File: config.mk
export PLATFORM = sky130hd
export DESIGN_NAME = dem_top
export DESIGN_NICKNAME = d
export VERILOG_FILES = /design/src/rtl/dem_pkg.sv /design/src/rtl/dem_log.sv /design/src/rtl/dem_msg_gen.sv /design/src/rtl/dem_top.sv
export SDC_FILE = /design/constraint.sdc
export NUM_CORES = 1
export LEC_CHECK = 0
export BUFFER_PORTS_ARGS = -buffer_cell sky130_fd_sc_hd__buf_4
export CAP_MARGIN = 30
export CORE_MARGIN = 2
export CORE_UTILIZATION = 40
export CTS_BUF_LIST = sky130_fd_sc_hd__clkbuf_8
export DETAILED_ROUTE_END_ITERATION = 12
export PLACE_DENSITY = 0.63
export SLEW_MARGIN = 10
export SYNTH_ARGS = -nofsm -noshare
export SYNTH_HDL_FRONTEND = slang
export SYNTH_SLANG_ARGS = --single-unit
File: constraint.sdc
create_clock -name pclk -period 2.11 [get_ports pclk]
set_input_delay 0.1055 -clock pclk [delete_from_list [all_inputs] [get_ports pclk]]
set_output_delay 0.1055 -clock pclk [all_outputs]
set_load 0.1 [all_outputs]
File: src/rtl/dem_pkg.sv
// Shared constants and types for the DRAM error mask and message routing block
package dem_pkg;

  // APB address width and data width
  localparam int unsigned ADDR_W = 12;
  localparam int unsigned DATA_W = 32;

  // Log, class and interrupt widths, and the number of message types
  localparam int unsigned LOG_W  = 16;
  localparam int unsigned CLS_W  = 8;
  localparam int unsigned IRQ_W  = 4;
  localparam int unsigned NMSG   = 3;

  // Register indices; byte address is four times the index
  localparam logic [7:0] IDX_FIRST_LOG = 8'h80;
  localparam logic [7:0] IDX_NEXT_LOG  = 8'h82;
  localparam logic [7:0] IDX_CLS_MASK  = 8'h84;
  localparam logic [7:0] IDX_SCI_EN    = 8'h88;
  localparam logic [7:0] IDX_SMI_EN    = 8'h8A;
  localparam logic [7:0] IDX_SERR_EN   = 8'h8C;
  localparam logic [7:0] IDX_IRQ_STAT  = 8'h90;
  localparam logic [7:0] IDX_IRQ_MASK  = 8'h91;

  localparam logic [ADDR_W-1:0] ADDR_FIRST_LOG = {2'h0, IDX_FIRST_LOG, 2'h0};
  localparam logic [ADDR_W-1:0] ADDR_NEXT_LOG  = {2'h0, IDX_NEXT_LOG, 2'h0};
  localparam logic [ADDR_W-1:0] ADDR_CLS_MASK  = {2'h0, IDX_CLS_MASK, 2'h0};
  localparam logic [ADDR_W-1:0] ADDR_SCI_EN    = {2'h0, IDX_SCI_EN, 2'h0};
  localparam logic [ADDR_W-1:0] ADDR_SMI_EN    = {2'h0, IDX_SMI_EN, 2'h0};
  localparam logic [ADDR_W-1:0] ADDR_SERR_EN   = {2'h0, IDX_SERR_EN, 2'h0};
  localparam logic [ADDR_W-1:0] ADDR_IRQ_STAT  = {2'h0, IDX_IRQ_STAT, 2'h0};
  localparam logic [ADDR_W-1:0] ADDR_IRQ_MASK  = {2'h0, IDX_IRQ_MASK, 2'h0};

  // Reset values
  localparam logic [LOG_W-1:0] LOG_RST      = 16'h0000;
  localparam logic [CLS_W-1:0] CLS_MASK_RST = 8'h00;
  localparam logic [CLS_W-1:0] MSG_EN_RST   = 8'h00;
  localparam logic [IRQ_W-1:0] IRQ_RST      = 4'h0;

  // Error class bit positions within one channel byte
  localparam int unsigned CLS_CORR_RD    = 0;
  localparam int unsigned CLS_UNCORR_RD  = 1;
  localparam int unsigned CLS_SCRUB_ERR  = 2;
  localparam int unsigned CLS_THRESHOLD  = 3;
  localparam int unsigned CLS_COPY_DONE  = 4;
  localparam int unsigned CLS_DBL_RETRY  = 5;
  localparam int unsigned CLS_POISON_WR  = 6;
  localparam int unsigned CLS_TEST_DONE  = 7;

  // Channel B occupies the upper byte of each log
  localparam int unsigned CHB_OFS = 8;

  // Interrupt status bit positions
  localparam int unsigned IRQ_SCI_SENT  = 0;
  localparam int unsigned IRQ_SMI_SENT  = 1;
  localparam int unsigned IRQ_SERR_SENT = 2;
  localparam int unsigned IRQ_LOGGED    = 3;

  // Message type encodings on the special-cycle port
  localparam logic [1:0] MSG_SERR = 2'h0;
  localparam logic [1:0] MSG_SMI  = 2'h1;
  localparam logic [1:0] MSG_SCI  = 2'h2;

  // Index of each message type in the generator vectors
  localparam int unsigned MI_SERR = 0;
  localparam int unsigned MI_SMI  = 1;
  localparam int unsigned MI_SCI  = 2;

  typedef enum logic [0:0] {DEM_IDLE, DEM_SEND} dem_msg_state_e;

  // Fold a channel A/B log into one class vector
  function automatic logic [CLS_W-1:0] dem_fold(input logic [LOG_W-1:0] v);
    dem_fold = v[LOG_W-1:CHB_OFS] | v[CLS_W-1:0];
  endfunction

endpackage

File: src/rtl/dem_log.sv
// Sticky write-one-to-clear error log that survives the bus reset
`timescale 1ns/10ps
`default_nettype none
module dem_log
  import dem_pkg::*;
(
  input  wire logic             pclk,
  input  wire logic             por_n,
  input  wire logic             ce,
  input  wire logic [LOG_W-1:0] set_bits,
  input  wire logic [LOG_W-1:0] clr_bits,
  output logic      [LOG_W-1:0] log_q
);

  logic [LOG_W-1:0] log_d;

  // A new event in the clear cycle wins over the clear
  assign log_d = (log_q & ~clr_bits) | set_bits;

  // Only power-on clears it, the bus reset does not
  always_ff @(posedge pclk or negedge por_n) begin
    if (!por_n) begin
      log_q <= LOG_RST;
    end else if (ce) begin
      log_q <= log_d;
    end
  end

endmodule
`default_nettype wire

File: src/rtl/dem_msg_gen.sv
// Special-cycle message sequencer toward the I/O hub
`timescale 1ns/10ps
`default_nettype none
module dem_msg_gen
  import dem_pkg::*;
(
  input  wire logic                  pclk,
  input  wire logic                  presetn,
  input  wire logic                  ce,
  input  wire logic [NMSG*CLS_W-1:0] req_lvl,
  output logic                       msg_valid,
  input  wire logic                  msg_ready,
  output logic      [1:0]            msg_type,
  output logic      [CLS_W-1:0]      msg_class,
  output logic      [NMSG-1:0]       sent
);

  logic [NMSG*CLS_W-1:0] prev_q;
  logic [NMSG*CLS_W-1:0] pend_q;
  logic [NMSG*CLS_W-1:0] pend_d;
  logic [NMSG*CLS_W-1:0] take;
  logic [NMSG-1:0]       any_pend;
  logic [NMSG-1:0]       pick;
  logic [NMSG-1:0]       cur_q;
  dem_msg_state_e        state_q;
  dem_msg_state_e        state_d;

  genvar g;
  generate
    for (g = 0; g < NMSG; g = g + 1) begin : g_type
      assign any_pend[g] = |pend_q[g*CLS_W +: CLS_W];
      assign take[g*CLS_W +: CLS_W] = {CLS_W{pick[g]}} & pend_q[g*CLS_W +: CLS_W];
    end
  endgenerate

  // Fatal-class messages go first when several types are waiting
  always_comb begin
    pick = '0;
    if (state_q == DEM_IDLE) begin
      if (any_pend[MI_SERR]) begin
        pick[MI_SERR] = 1'b1;
      end else if (any_pend[MI_SMI]) begin
        pick[MI_SMI] = 1'b1;
      end else if (any_pend[MI_SCI]) begin
        pick[MI_SCI] = 1'b1;
      end
    end
  end

  // A class asserting again while its message is queued merges into it
  assign pend_d = (pend_q & ~take) | (req_lvl & ~prev_q);

  always_ff @(posedge pclk or negedge presetn) begin
    if (!presetn) begin
      prev_q <= '0;
      pend_q <= '0;
    end else if (ce) begin
      prev_q <= req_lvl;
      pend_q <= pend_d;
    end
  end

  always_comb begin
    state_d = state_q;
    case (state_q)
      DEM_IDLE: begin
        if (|pick) begin
          state_d = DEM_SEND;
        end
      end
      DEM_SEND: begin
        if (msg_ready) begin
          state_d = DEM_IDLE;
        end
      end
      default: begin
        state_d = DEM_IDLE;
      end
    endcase
  end

  always_ff @(posedge pclk or negedge presetn) begin
    if (!presetn) begin
      state_q <= DEM_IDLE;
    end else if (ce) begin
      state_q <= state_d;
    end
  end

  always_ff @(posedge pclk or negedge presetn) begin
    if (!presetn) begin
      msg_type  <= MSG_SERR;
      msg_class <= '0;
      cur_q     <= '0;
    end else if (ce && (|pick)) begin
      cur_q <= pick;
      if (pick[MI_SERR]) begin
        msg_type  <= MSG_SERR;
        msg_class <= take[MI_SERR*CLS_W +: CLS_W];
      end else if (pick[MI_SMI]) begin
        msg_type  <= MSG_SMI;
        msg_class <= take[MI_SMI*CLS_W +: CLS_W];
      end else begin
        msg_type  <= MSG_SCI;
        msg_class <= take[MI_SCI*CLS_W +: CLS_W];
      end
    end
  end

  assign msg_valid = (state_q == DEM_SEND);
  assign sent      = (msg_valid && msg_ready && ce) ? cur_q : '0;

endmodule
`default_nettype wire

File: src/rtl/dem_top.sv
// DRAM error logs, class masks and message enables behind an APB slave
//
// The APB interface to the registers was decided locally.
`timescale 1ns/10ps
`default_nettype none
// Functional notes
// RQ1: Next-error log is 16 bits, zero at power-up, same layout, write one clears.
// RQ2: Masked class is neither logged nor signalled by interrupt or message.
// RQ3: One mask bit covers its class on both channels A and B.
// RQ4: Mask survives bus reset; power-up value is all zeros, allowing all.
// RQ5: Mask bits 7,6,5 gate test-done, poisoned write, double-error retry.
// RQ6: Mask bits 4,3,2 gate copy-done, correctable threshold, scrub uncorrectable.
// RQ7: Mask bit 1 gates uncorrectable read, bit 0 correctable read.
// RQ8: SCI enable register is 8 bits, read/write, zero after reset.
// RQ9: SCI message when log bit n or n+8 set and SCI enable n set.
// RQ10: Any set log flag can raise SERR, SMI or SCI per its enable.
// RQ11: Software enables at most one message type per class.
// RQ12: Each SCI enable bit covers its class on both channels.
// RQ13: Channel A classes in bits 7..0, channel B in 15..8.
// RQ14: Log bits clear only by writing one, keep value through bus reset.
// RQ15: Later errors land in the next-error log once first log holds one.
// RQ16: Masked class logs nothing and so produces no message at all.
module dem_top
  import dem_pkg::*;
(
  input  wire logic              pclk,
  input  wire logic              presetn,
  input  wire logic              por_n,
  input  wire logic              ce,
  input  wire logic              psel,
  input  wire logic              penable,
  input  wire logic              pwrite,
  input  wire logic [ADDR_W-1:0] paddr,
  input  wire logic [DATA_W-1:0] pwdata,
  output logic      [DATA_W-1:0] prdata,
  output logic                   pready,
  output logic                   pslverr,
  input  wire logic [CLS_W-1:0]  err_evt_a,
  input  wire logic [CLS_W-1:0]  err_evt_b,
  output logic                   msg_valid,
  input  wire logic              msg_ready,
  output logic      [1:0]        msg_type,
  output logic      [CLS_W-1:0]  msg_class,
  output logic                   irq
);

  logic [LOG_W-1:0]      raw_evt;
  logic [LOG_W-1:0]      gated_evt;
  logic                  first_empty;
  logic [LOG_W-1:0]      first_set;
  logic [LOG_W-1:0]      next_set;
  logic [LOG_W-1:0]      first_clr;
  logic [LOG_W-1:0]      next_clr;
  logic [LOG_W-1:0]      first_q;
  logic [LOG_W-1:0]      next_q;
  logic [CLS_W-1:0]      cls_mask_q;
  logic [CLS_W-1:0]      sci_en_q;
  logic [CLS_W-1:0]      smi_en_q;
  logic [CLS_W-1:0]      serr_en_q;
  logic [IRQ_W-1:0]      irq_stat_q;
  logic [IRQ_W-1:0]      irq_stat_d;
  logic [IRQ_W-1:0]      irq_mask_q;
  logic [IRQ_W-1:0]      irq_set;
  logic [IRQ_W-1:0]      irq_rd_seen_q;
  logic [CLS_W-1:0]      logged_cls;
  logic [NMSG*CLS_W-1:0] req_lvl;
  logic [NMSG-1:0]       sent;
  logic                  setup;
  logic                  access;
  logic                  wr_acc;
  logic                  rd_acc;
  logic                  hit;
  logic [DATA_W-1:0]     rd_mux;
  logic [DATA_W-1:0]     prdata_q;
  logic                  pslverr_q;

  // APB slave

  assign setup  = psel && !penable;
  assign access = psel && penable;
  assign wr_acc = access && pwrite && ce;
  assign rd_acc = access && !pwrite && ce;

  // Every access completes in its first access cycle
  assign pready  = 1'b1;
  assign prdata  = prdata_q;
  assign pslverr = pslverr_q;

  always_comb begin
    hit    = 1'b1;
    rd_mux = '0;
    case (paddr)
      ADDR_FIRST_LOG: rd_mux[LOG_W-1:0] = first_q;
      ADDR_NEXT_LOG:  rd_mux[LOG_W-1:0] = next_q;
      ADDR_CLS_MASK:  rd_mux[CLS_W-1:0] = cls_mask_q;
      ADDR_SCI_EN:    rd_mux[CLS_W-1:0] = sci_en_q;
      ADDR_SMI_EN:    rd_mux[CLS_W-1:0] = smi_en_q;
      ADDR_SERR_EN:   rd_mux[CLS_W-1:0] = serr_en_q;
      ADDR_IRQ_STAT:  rd_mux[IRQ_W-1:0] = irq_stat_q;
      ADDR_IRQ_MASK:  rd_mux[IRQ_W-1:0] = irq_mask_q;
      default:        hit = 1'b0;
    endcase
  end

  // Read data is captured in the setup cycle so it comes straight from a flop
  always_ff @(posedge pclk or negedge presetn) begin
    if (!presetn) begin
      prdata_q  <= '0;
      pslverr_q <= 1'b0;
    end else if (ce && setup) begin
      prdata_q  <= pwrite ? '0 : rd_mux;
      pslverr_q <= !hit;
    end
  end

  // Remember which status bits the pending read returned
  always_ff @(posedge pclk or negedge presetn) begin
    if (!presetn) begin
      irq_rd_seen_q <= IRQ_RST;
    end else if (ce && setup) begin
      irq_rd_seen_q <= (!pwrite && paddr == ADDR_IRQ_STAT) ? irq_stat_q : IRQ_RST;
    end
  end

  // Class masking and logging

  // Channel A in the low byte, channel B in the high byte
  assign raw_evt = {err_evt_b, err_evt_a}; // see RQ13

  // One mask byte gates both channel bytes
  assign gated_evt = raw_evt & ~{cls_mask_q, cls_mask_q}; // see RQ2 see RQ3 see RQ5 see RQ6 see RQ7 see RQ16

  assign first_empty = (first_q == LOG_RST);

  // Events seen while the first log is empty all go to it; later ones go to next
  assign first_set = first_empty ? gated_evt : LOG_RST;
  assign next_set  = first_empty ? LOG_RST : gated_evt; // see RQ15

  assign first_clr = (wr_acc && paddr == ADDR_FIRST_LOG) ? pwdata[LOG_W-1:0] : LOG_RST; // see RQ14
  assign next_clr  = (wr_acc && paddr == ADDR_NEXT_LOG) ? pwdata[LOG_W-1:0] : LOG_RST; // see RQ14

  dem_log u_first_log (
    .pclk     (pclk),
    .por_n    (por_n),
    .ce       (ce),
    .set_bits (first_set),
    .clr_bits (first_clr),
    .log_q    (first_q)
  );

  // Sticky through bus reset, cleared only at power-up or by writing one
  dem_log u_next_log (
    .pclk     (pclk),
    .por_n    (por_n),
    .ce       (ce),
    .set_bits (next_set),
    .clr_bits (next_clr),
    .log_q    (next_q)
  ); // see RQ1

  // Configuration registers

  // Mask keeps its contents across the bus reset
  always_ff @(posedge pclk or negedge por_n) begin
    if (!por_n) begin
      cls_mask_q <= CLS_MASK_RST;
    end else if (wr_acc && paddr == ADDR_CLS_MASK) begin
      cls_mask_q <= pwdata[CLS_W-1:0]; // see RQ4
    end
  end

  always_ff @(posedge pclk or negedge presetn) begin
    if (!presetn) begin
      sci_en_q <= MSG_EN_RST;
    end else if (wr_acc && paddr == ADDR_SCI_EN) begin
      sci_en_q <= pwdata[CLS_W-1:0]; // see RQ8
    end
  end

  always_ff @(posedge pclk or negedge presetn) begin
    if (!presetn) begin
      smi_en_q <= MSG_EN_RST;
    end else if (wr_acc && paddr == ADDR_SMI_EN) begin
      smi_en_q <= pwdata[CLS_W-1:0];
    end
  end

  always_ff @(posedge pclk or negedge presetn) begin
    if (!presetn) begin
      serr_en_q <= MSG_EN_RST;
    end else if (wr_acc && paddr == ADDR_SERR_EN) begin
      serr_en_q <= pwdata[CLS_W-1:0];
    end
  end

  always_ff @(posedge pclk or negedge presetn) begin
    if (!presetn) begin
      irq_mask_q <= IRQ_RST;
    end else if (wr_acc && paddr == ADDR_IRQ_MASK) begin
      irq_mask_q <= pwdata[IRQ_W-1:0];
    end
  end

  // Message routing

  // Flags from either log and either channel fold onto one class vector
  assign logged_cls = dem_fold(first_q) | dem_fold(next_q); // see RQ12

  // Software keeps the three enables disjoint; overlap would send each type
  assign req_lvl[MI_SERR*CLS_W +: CLS_W] = logged_cls & serr_en_q; // see RQ10 see RQ11
  assign req_lvl[MI_SMI*CLS_W +: CLS_W]  = logged_cls & smi_en_q; // see RQ10
  assign req_lvl[MI_SCI*CLS_W +: CLS_W]  = logged_cls & sci_en_q; // see RQ9

  dem_msg_gen u_msg_gen (
    .pclk      (pclk),
    .presetn   (presetn),
    .ce        (ce),
    .req_lvl   (req_lvl),
    .msg_valid (msg_valid),
    .msg_ready (msg_ready),
    .msg_type  (msg_type),
    .msg_class (msg_class),
    .sent      (sent)
  );

  // Interrupt status

  always_comb begin
    irq_set                = IRQ_RST;
    irq_set[IRQ_SCI_SENT]  = sent[MI_SCI];
    irq_set[IRQ_SMI_SENT]  = sent[MI_SMI];
    irq_set[IRQ_SERR_SENT] = sent[MI_SERR];
    irq_set[IRQ_LOGGED]    = |gated_evt;
  end

  // A read clears only what it returned; a new event in that cycle still sets
  assign irq_stat_d = (irq_stat_q & ~(rd_acc && paddr == ADDR_IRQ_STAT ? irq_rd_seen_q : IRQ_RST)) | irq_set;

  always_ff @(posedge pclk or negedge presetn) begin
    if (!presetn) begin
      irq_stat_q <= IRQ_RST;
    end else if (ce) begin
      irq_stat_q <= irq_stat_d;
    end
  end

  assign irq = |(irq_stat_q & irq_mask_q);

endmodule
`default_nettype wire

==> flow_metrics.py, run 1 <==
metrics = {
    "status": {
        "status": "completed",
    },
    "finish": {
        "diodes": 0,
        "fin_nets": 881,
        "drive_gt1_frac": 0.2367,
        "fin_cells": 1049,
        "syn_to_final_growth_pct": 25.47,
        "postLayoutCellArea_sq_mm": 0.008889,
        "finalCoreUtilization": 0.5139,
    },
    "drt": {
        "wire_per_inst_um": 18.91,
        "drtAntennaViolNets": 0,
        "drt-pass1-iter-count": 6,
        "routed_wl_um": 19840,
        "drc": 0,
        "vias_per_cell": 5.600,
        "drt_iter0_drc": 503,
        "via_count": 5874,
    },
    "placed_design": {
        "hpwlAfterDp_um": 14420,
        "gp_congestion": 0.9685,
        "port_buffers": 80,
        "dpl-instance-area_sq_mm": 0.008107,
        "dpl.cell_count": 984,
    },
    "critical_path": {
        "crit_path_max_fanout": 11,
        "r2r_slack_ns": 0.14,
        "r2r_cells": 6,
        "start_kind": "flip-flop",
        "crit_path_top_delay_cell": "dfrtp_1",
        "rr_endpoint": "u_msg_gen.msg_class[5]",
        "rr_startpoint": "u_msg_gen.pend_q[12]",
        "path_cells": "nor4_1 > nand2_1 > o31ai_2 > buf_4 > nor3_1 > a221o_1",
        "slowest_delay_ns": 0.42,
        "path_class": "flip-flop to flip-flop",
        "crit_path_end_kind": "flip-flop",
        "critPathArrivalTime_ns": 2.31,
        "worst_ep_required_time_ns": 2.45,
    },
    "yosys": {
        "synth_top_area_cell": "dfrtp_1",
        "ys_types": 48,
        "netlist_area_sq_mm": 0.007084,
        "ys_warn_count": 0,
        "async_reset_ff_frac": 1.000,
        "synth_edf_count": 0,
        "synth_common_cells": "155 x dfrtp_1, 113 x nand2_1, 62 x o21ai_0",
        "yosysTopAreaCellShare": 0.5475,
        "ys.flop_type": "dfrtp_1",
        "ys_seq_area_frac": 0.5475,
        "syn_avg_cell_area_sq_um": 10.59,
        "netlist_instances": 669,
        "yosys-top-cells-area": "dfrtp_1 55%, nand2_1 6.0%, mux2_2 4.5%",
        "synth_most_common_cell": "dfrtp_1",
        "synth-seq-cells": 155,
    },
    "sta": {
        "setup_viol": 0,
        "hold_viol": 0,
        "min_period_over_period": 0.9360,
        "max_freq_mhz": 506.3,
        "max-slew-margin-rel": 0.5879,
        "rsz0062_at_grt": "false",
        "tightest_slew_ns": 0.6182,
        "skew_ns": 0.01114,
        "drv_slew": 0,
        "post-route-min-period_ns": 1.975,
        "whs_ns": 0.04946,
    },
    "power": {
        "p_leak_nw": 4.036,
        "irDropWorstVdd_mv": 0.4319,
        "p_total_w": 0.006693,
        "cellPowerDensity_mw_per_mm2": 753.0,
    },
    "global_route": {
        "grt.overflow.total": 0,
        "grt_first_pass_wirelength_um": 31890,
        "grt_pass1_vias": 5968,
        "antenna_found_initial": 0,
        "grt_max_degree": 44,
        "gr-usage-all-layers": 0.2222,
    },
    "hold_path": {
        "hold_depth": 3,
        "hold_end": "u_msg_gen.msg_valid",
        "hold_class": "input pin to flip-flop",
        "hp-start": "msg_ready",
    },
    "clock_tree": {
        "path_clk_slew_ns": 0.08,
        "worstSkewPairLatency_ns": 0.46,
        "clock_path_buffers": 2,
        "numCtsBuffers": 17,
        "clock_sinks": 155,
        "root_buffer": "clkbuf_8",
        "cts_tree": "done",
        "htree_levels": 4,
    },
    "floorplanning": {
        "die_y_um": 137.1,
        "ios": 114,
        "start_util": 0.4096,
        "die_w_um": 137.1,
        "dieArea_sq_mm": 0.01879,
        "core_sq_mm": 0.01730,
        "fp-row-count": 48,
    },
    "flow_run": {
        "drv_cap": 0,
    },
}
## registers in the layout (all words and copies together), names as in the netlist, 3 cells and up
name                 count
smi_en_q                 8
irq_mask_q               4
sci_en_q                 8
u_first_log.log_q       16
prdata                  16
u_msg_gen.msg_class      8
u_next_log.log_q        16
cls_mask_q               8
u_msg_gen.cur_q          3
irq_stat_q               4
u_msg_gen.prev_q        24
serr_en_q                8
u_msg_gen.pend_q        24
irq_rd_seen_q            4
## area by class of cell
| type | instances | area (sq um) |
|---|---|---|
| clock buffers | 20 | 275.3 |
| clock inverters | 10 | 150.1 |
| fillers | 1573 | 8408 |
| inverters | 30 | 112.6 |
| multi-input cells | 453 | 2905 |
| flip-flops and latches | 155 | 3880 |
| well taps | 225 | 281.5 |
| repair buffers | 156 | 1284 |
## report_power, final
part           switching [W]  total (W)  internal [W]
clock                0.00109    0.00244       0.00136
sequential          0.000117    0.00318       0.00306
combinational       0.000768    0.00107      0.000301
## worst max path at each step
stage / startpoint / end / slack, ns / depth (start not counted)
floorplan: paddr[7] / sci_en_q[0] / 0.05 / 7
global placement: paddr[7] / irq_stat_q[3] / -0.06 / 7
detailed placement: paddr[7] / irq_stat_q[1] / -0.13 / 7
CTS: u_msg_gen.pend_q[4] / u_msg_gen.msg_class[0] / 0.12 / 7
global route: u_msg_gen.pend_q[0] / u_msg_gen.msg_class[0] / 0.004 / 6
finish: u_msg_gen.pend_q[12] / u_msg_gen.msg_class[5] / 0.14 / 6
## kinds of logic after synthesis
kind of cell,share of synthesized area
AO/OA/AOI/OAI,0.1646
buffers and inverters,0.05192
flip-flops,0.5475
multiplexers,0.08937
other,0.001060
AND/OR/NAND/NOR,0.1455
## metal layers
layer  GRT usage  up-vias  wire length [um]
li1            -     2673                 -
met1      0.3050     2933              8678
met2      0.3599      229              9671
met3     0.03222       39              1114
met4     0.07961        0               374
met5           0        -                 0
## metrics by stage
stage | worst slack (ns) | setup TNS, ns
after global routing | 0.004431 | 0
final | 0.1350 | 0
after floorplan | 0.04998 | 0
after detailed placement | -0.1266 | -0.8886
after global placement | -0.06052 | -0.5226
after CTS | 0.1178 | 0
## repair_timing
| action | in CTS | in global routing |
|---|---|---|
| hold buffers | 35 | 0 |
| resized for setup | 0 | 1 |
| endpoints found under the setup margin | 0 | 4 |
| hold endpoints to repair | 149 | 0 |
| buffers inserted | 0 | 0 |
## worst max-delay path: cells and delay by family, from the launching register on
kind                   cells  cell delay (ns)
AOI/OAI and AO/OA          2             0.57
buffers and inverters      1             0.22
DFF                        1             0.42
and+or+nand+nor            3             0.65
## placed cells by master (no fill, tap or decap), types with 17 or more instances in the layout
cell type,count
mux2_2,28
buf_4,119
dlygate4sd3_1,35
dfrtp_1,154
clkbuf_8,20
nand2_1,113
nand2b_1,17
nor2_1,20
o2bb2ai_1,32
inv_1,33
o21ai_0,62
a21oi_1,26
conb_1,17
Power figures use the tool's default switching activity.
==> run 2: changes to the inputs <==
--- a/config.mk
+++ b/config.mk
@@ -11,6 +11,7 @@
 export CORE_UTILIZATION = 40
 export CTS_BUF_LIST = sky130_fd_sc_hd__clkbuf_8
 export DETAILED_ROUTE_END_ITERATION = 12
+export HOLD_SLACK_MARGIN = 0.05
 export PLACE_DENSITY = 0.63
 export SLEW_MARGIN = 10
 export SYNTH_ARGS = -nofsm -noshare
==> run 2 against run 1 <==
Clock power is essentially flat. Core utilization increased by 0.058 points. Design area up 0.11%. Global-route usage is the same. Via count rose by 0.54%. Highest routed layer unchanged. Non-clock buffer count up 1. Register-to-register slack hardly changed. Sequential power hardly changed.
==> flow_metrics.py, run 2 (synthesis results as in run 1) <==
metrics = {
    "status": {
        "status": "completed",
    },
    "global_route": {
        "grt_pass1_vias": 5976,
        "grt_max_degree": 44,
        "grt_use_met3": 0.03222,
        "antenna_found_initial": 0,
        "gr-usage-all-layers": 0.2222,
        "grt_use_met2": 0.3599,
        "grt.busiest_layer": "met2",
        "grt.overflow.total": 0,
        "use_met1": 0.3050,
        "grt_first_pass_wirelength_um": 31900,
    },
    "critical_path": {
        "path_class": "flip-flop to flip-flop",
        "path_cells": "nor4_1 > nand2_1 > o31ai_2 > buf_4 > nor3_1 > a221o_1",
        "crit_path_top_delay_cell": "dfrtp_1",
        "crit_path_end_kind": "flip-flop",
        "start_kind": "flip-flop",
        "r2r_cells": 6,
        "slowest_delay_ns": 0.42,
        "rr_endpoint": "u_msg_gen.msg_class[2]",
        "cpLargestDelayFamily": "simple AND/OR/NAND/NOR gates",
        "crit_path_max_fanout": 11,
        "critPathArrivalTime_ns": 2.31,
        "r2r_slack_ns": 0.14,
        "worst-path-buf-inv": 1,
        "critPathLaunch": "u_msg_gen.pend_q[12]",
        "rr_startpoint": "u_msg_gen.pend_q[12]",
        "worst_ep_required_time_ns": 2.45,
    },
    "placed_design": {
        "hpwlAfterDp_um": 14420,
        "dpl.cell_count": 984,
        "gp_congestion": 0.9685,
        "port_buffers": 80,
        "dp_slack_ns": -0.1266,
        "dpl-instance-area_sq_mm": 0.008107,
    },
    "clock_tree": {
        "worstSkewPairLatency_ns": 0.46,
        "cts_setup_buffers": 0,
        "htree_levels": 4,
        "root_buffer": "clkbuf_8",
        "path_clk_slew_ns": 0.08,
        "clock_path_buffers": 2,
        "cts_tree": "done",
        "clock_sinks": 155,
        "numCtsBuffers": 17,
    },
    "floorplanning": {
        "start_util": 0.4096,
        "core_sq_mm": 0.01730,
        "die_y_um": 137.1,
        "dieArea_sq_mm": 0.01879,
        "fp-row-count": 48,
        "die_w_um": 137.1,
        "ios": 114,
    },
    "finish": {
        "postLayoutCellArea_sq_mm": 0.008899,
        "fin_nets": 882,
        "fin_cells": 1050,
        "mostFrequentLayoutCells": "154 x dfrtp_1, 119 x buf_4, 113 x nand2_1",
        "syn_to_final_growth_pct": 25.61,
        "diodes": 0,
        "ff_latch_area_sq_mm": 0.003880,
        "multi_input_area_sq_mm": 0.002905,
        "n_fill_cell": 1575,
        "top_regs": "u_msg_gen.pend_q: 24 flops, u_msg_gen.prev_q: 24 flops",
        "drive_gt1_frac": 0.2364,
        "layout_commonest_cell": "dfrtp_1",
    },
    "hold_path": {
        "hold_class": "input pin to flip-flop",
        "hold_end": "pslverr",
        "hp-start": "paddr[0]",
        "hold_depth": 5,
    },
    "sta": {
        "tightest_slew_ns": 0.6224,
        "max_freq_mhz": 508.6,
        "hold_viol": 0,
        "drv_slew": 0,
        "post-route-min-period_ns": 1.966,
        "layout_setup_ws_ns": 0.1438,
        "max-slew-margin-rel": 0.5850,
        "skew_ns": 0.01084,
        "setup_viol": 0,
        "min_period_over_period": 0.9318,
        "rsz0062_at_grt": "false",
    },
    "drt": {
        "drtAntennaViolNets": 0,
        "vias_per_cell": 5.625,
        "drt_iter0_drc": 491,
        "routed_wl_um": 19810,
        "drt-pass1-iter-count": 5,
        "wire_per_inst_um": 18.86,
        "via_count": 5906,
        "drc": 0,
    },
    "power": {
        "cellPowerDensity_mw_per_mm2": 752.6,
        "p_leak_nw": 4.041,
        "irDropWorstVdd_mv": 0.4358,
    },
    "flow_run": {
        "drv_cap": 0,
    },
}
## run 2: cell types whose count changed in the layout (fill, tap and decap cells not counted), sizes merged
cell and delta:
dlygate4sd3 +1
## run 2: report_power, final
part           switching, W  internal [W]
combinational      0.000767      0.000302
sequential         0.000117       0.00306
clock               0.00109       0.00136
total               0.00197       0.00472
## run 2: stage by stage
step	TNS [ns]	power (W)	hold slack [ns]	util
after floorplan	0	0.003889	-0.1901	-
after global placement	-0.5226	0.004231	0.1063	0.4687
after detailed placement	-0.8886	0.004251	0.1193	0.4687
after CTS	0	0.006725	0.1013	0.5141
after global routing	0	0.006925	0.1856	0.5145
final	0	0.006697	0.1258	0.5145
## run 2: cell type report
type / count / area share
flip-flops and latches: 155 / 0.4360
multi-input cells: 453 / 0.3265
repair buffers: 157 / 0.1454
well taps: 225 / 0.03164
clock buffers: 20 / 0.03093
clock inverters: 10 / 0.01687
inverters: 30 / 0.01265
## run 2: layer usage
layer	vias up	routed length, um
li1	2675	-
met1	2981	8563
met2	219	9722
met3	31	1185
met4	0	333
met5	-	0
## run 2: timing repair
item,in CTS,in global routing
endpoints found under the setup margin,0,4
gates resized for setup,0,1
hold buffers,36,0
endpoints found under the hold margin,150,0
## run 2: how the worst max path moves through the flow
| stage | slack, ns | endpoint | cells past startpoint |
|---|---|---|---|
| 2_1_floorplan | 0.05 | sci_en_q[0] | 7 |
| 3_3_place_gp | -0.06 | irq_stat_q[3] | 7 |
| 3_5_place_dp | -0.13 | irq_stat_q[1] | 7 |
| 4_1_cts | 0.12 | u_msg_gen.msg_class[0] | 7 |
| 5_1_grt | 0.004 | u_msg_gen.msg_class[0] | 6 |
| 6_report | 0.14 | u_msg_gen.msg_class[2] | 6 |
## run 2: worst min-delay path, stage by stage
cell and delay (ns):
buf_4 0.11, nor3_1 0.05, nand2_1 0.05, a21oi_1 0.08, o21ai_0 0.15
==> run 3: changes to the inputs <==
--- a/config.mk
+++ b/config.mk
@@ -12,7 +12,6 @@
 export CTS_BUF_LIST = sky130_fd_sc_hd__clkbuf_8
 export DETAILED_ROUTE_END_ITERATION = 12
 export HOLD_SLACK_MARGIN = 0.05
-export PLACE_DENSITY = 0.63
 export SLEW_MARGIN = 10
 export SYNTH_ARGS = -nofsm -noshare
 export SYNTH_HDL_FRONTEND = slang
==> run 3 against run 2 <==
Non-clock buffer count is 4 lower. Highest routed layer unchanged. Global-route usage fell by 1.0 points. Setup slack improved by 0.042 ns. First-iteration DRC count is 7.1% lower. Core utilization shrank 0.41 points. Critical path depth is 1 higher. Routed wire length is 3.8% lower. Die area unchanged. Final cell count decreased by 0.38%. Sequential power about the same.
==> flow_metrics.py, run 3 (synthesis results as in run 1) <==
metrics = {
    "floorplanning": {
        "dieArea_sq_mm": 0.01879,
        "core_sq_mm": 0.01730,
        "start_util": 0.4096,
        "ios": 114,
        "die_y_um": 137.1,
        "fp-row-count": 48,
        "die_w_um": 137.1,
    },
    "finish": {
        "ff_latch_area_sq_mm": 0.003880,
        "syn_to_final_growth_pct": 24.62,
        "fin_cells": 1046,
        "top_regs": "u_msg_gen.pend_q: 24 flops, u_msg_gen.prev_q: 24 flops",
        "mostFrequentLayoutCells": "154 x dfrtp_1, 115 x buf_4, 113 x nand2_1",
        "multi_input_area_sq_mm": 0.002918,
        "drive_gt1_frac": 0.2375,
        "layout_commonest_cell": "dfrtp_1",
        "diodes": 0,
        "n_fill_cell": 1546,
        "fin_nets": 878,
    },
    "sta": {
        "skew_ns": 0.01130,
        "hold_viol": 0,
        "drv_slew": 0,
        "tightest_slew_ns": 0.5380,
        "setup_viol": 0,
        "layout_setup_ws_ns": 0.1861,
        "max_freq_mhz": 519.8,
        "max-slew-margin-rel": 0.6413,
        "min_period_over_period": 0.9118,
        "post-route-min-period_ns": 1.924,
        "rsz0062_at_grt": "false",
    },
    "clock_tree": {
        "numCtsBuffers": 17,
        "path_clk_slew_ns": 0.08,
        "root_buffer": "clkbuf_8",
        "clock_path_buffers": 2,
        "clock_sinks": 155,
        "cts_tree": "done",
        "htree_levels": 4,
        "worstSkewPairLatency_ns": 0.44,
    },
    "placed_design": {
        "dpl.cell_count": 981,
        "port_buffers": 80,
        "dp_slack_ns": -0.02519,
        "hpwlAfterDp_um": 14140,
        "gp_congestion": 0.9581,
    },
    "drt": {
        "vias_per_cell": 5.510,
        "drc": 0,
        "routed_wl_um": 19060,
        "drt_iter0_drc": 456,
        "drt-pass1-iter-count": 6,
        "drtAntennaViolNets": 0,
        "via_count": 5763,
        "wire_per_inst_um": 18.22,
    },
    "critical_path": {
        "critPathArrivalTime_ns": 2.25,
        "crit_path_max_fanout": 11,
        "path_class": "flip-flop to flip-flop",
        "worst_ep_required_time_ns": 2.44,
        "start_kind": "flip-flop",
        "crit_path_end_kind": "flip-flop",
    },
    "global_route": {
        "gr-usage-all-layers": 0.2119,
        "grt.overflow.total": 0,
        "grt_first_pass_wirelength_um": 30300,
        "antenna_found_initial": 0,
        "grt_max_degree": 44,
        "grt_pass1_vias": 5774,
    },
    "status": {
        "status": "completed",
    },
    "power": {
        "irDropWorstVdd_mv": 0.4093,
        "cellPowerDensity_mw_per_mm2": 714.9,
        "p_leak_nw": 3.997,
    },
    "hold_path": {
        "hold_class": "input pin to flip-flop",
    },
    "flow_run": {
        "drv_cap": 0,
    },
}
run 3: worst max-delay path: stages, from the launching register on:
cell	delay [ns]
dfrtp_1	0.41
nor4_2	0.32
buf_4	0.17
nand2_1	0.07
o31ai_2	0.28
buf_4	0.22
nor3_1	0.07
a221o_1	0.26
run 3: area by class of cell:
type,instances,area share
Inverter,30,0.01276
Timing Repair Buffer,153,0.1443
Clock buffer,21,0.03274
Clock inverter,9,0.008362
Tap cell,225,0.03189
Multi-Input combinational cell,453,0.3305
Sequential cell,155,0.4395
run 3: repair_timing:
action / 4_1_cts / 5_1_grt
hold endpoints to repair: 146 / 0
hold buffers: 35 / 0
endpoints found under the setup margin: 0 / 6
setup buffers: 0 / 0
gates resized for setup: 0 / 3
run 3: path summary, 6_finish.rpt:
kind                                     start                      to  slack (ns)  cells past startpoint
min reg2reg                u_msg_gen.prev_q[5]     u_msg_gen.pend_q[5]        0.46                      1
min                                  msg_ready     u_msg_gen.msg_valid        0.07                      3
max in group asynchronous              presetn               prdata[2]        1.30                      3
min in group asynchronous                por_n    u_first_log.log_q[9]        0.18                      2
max                        u_msg_gen.pend_q[4]  u_msg_gen.msg_class[3]        0.19                      7
max reg2reg                u_msg_gen.pend_q[4]  u_msg_gen.msg_class[3]        0.19                      7
run 3: per-layer routing:
layer / vias to the layer above / GRT usage / routed length [um]
met3: 33 / 0.03593 / 1146
met1: 2819 / 0.2905 / 8560
met2: 240 / 0.3322 / 8841
met4: 0 / 0.09107 / 513
li1: 2671 / - / -
met5: - / 0 / 0
run 3: report_power, final:
part	total (W)	internal, W	switching (W)
sequential	0.00317	0.00307	0.000106
clock	0.00207	0.00103	0.00104
combinational	0.00107	0.000300	0.000766
total	0.00631	0.00440	0.00192
run 3: per-stage QoR:
step	TNS, ns	hold slack [ns]	instance area [sq um]	total power (W)	util
after CTS	0	0.05009	8810	0.006359	0.5093
after global routing	0	0.07861	8828	0.006567	0.5104
after global placement	-0.1789	0.1075	8097	0.004228	0.4681
after floorplan	0	-0.1901	7142	0.003889	-
final	0	0.07479	8828	0.006311	0.5104
after detailed placement	-0.1837	0.1141	8097	0.004244	0.4681
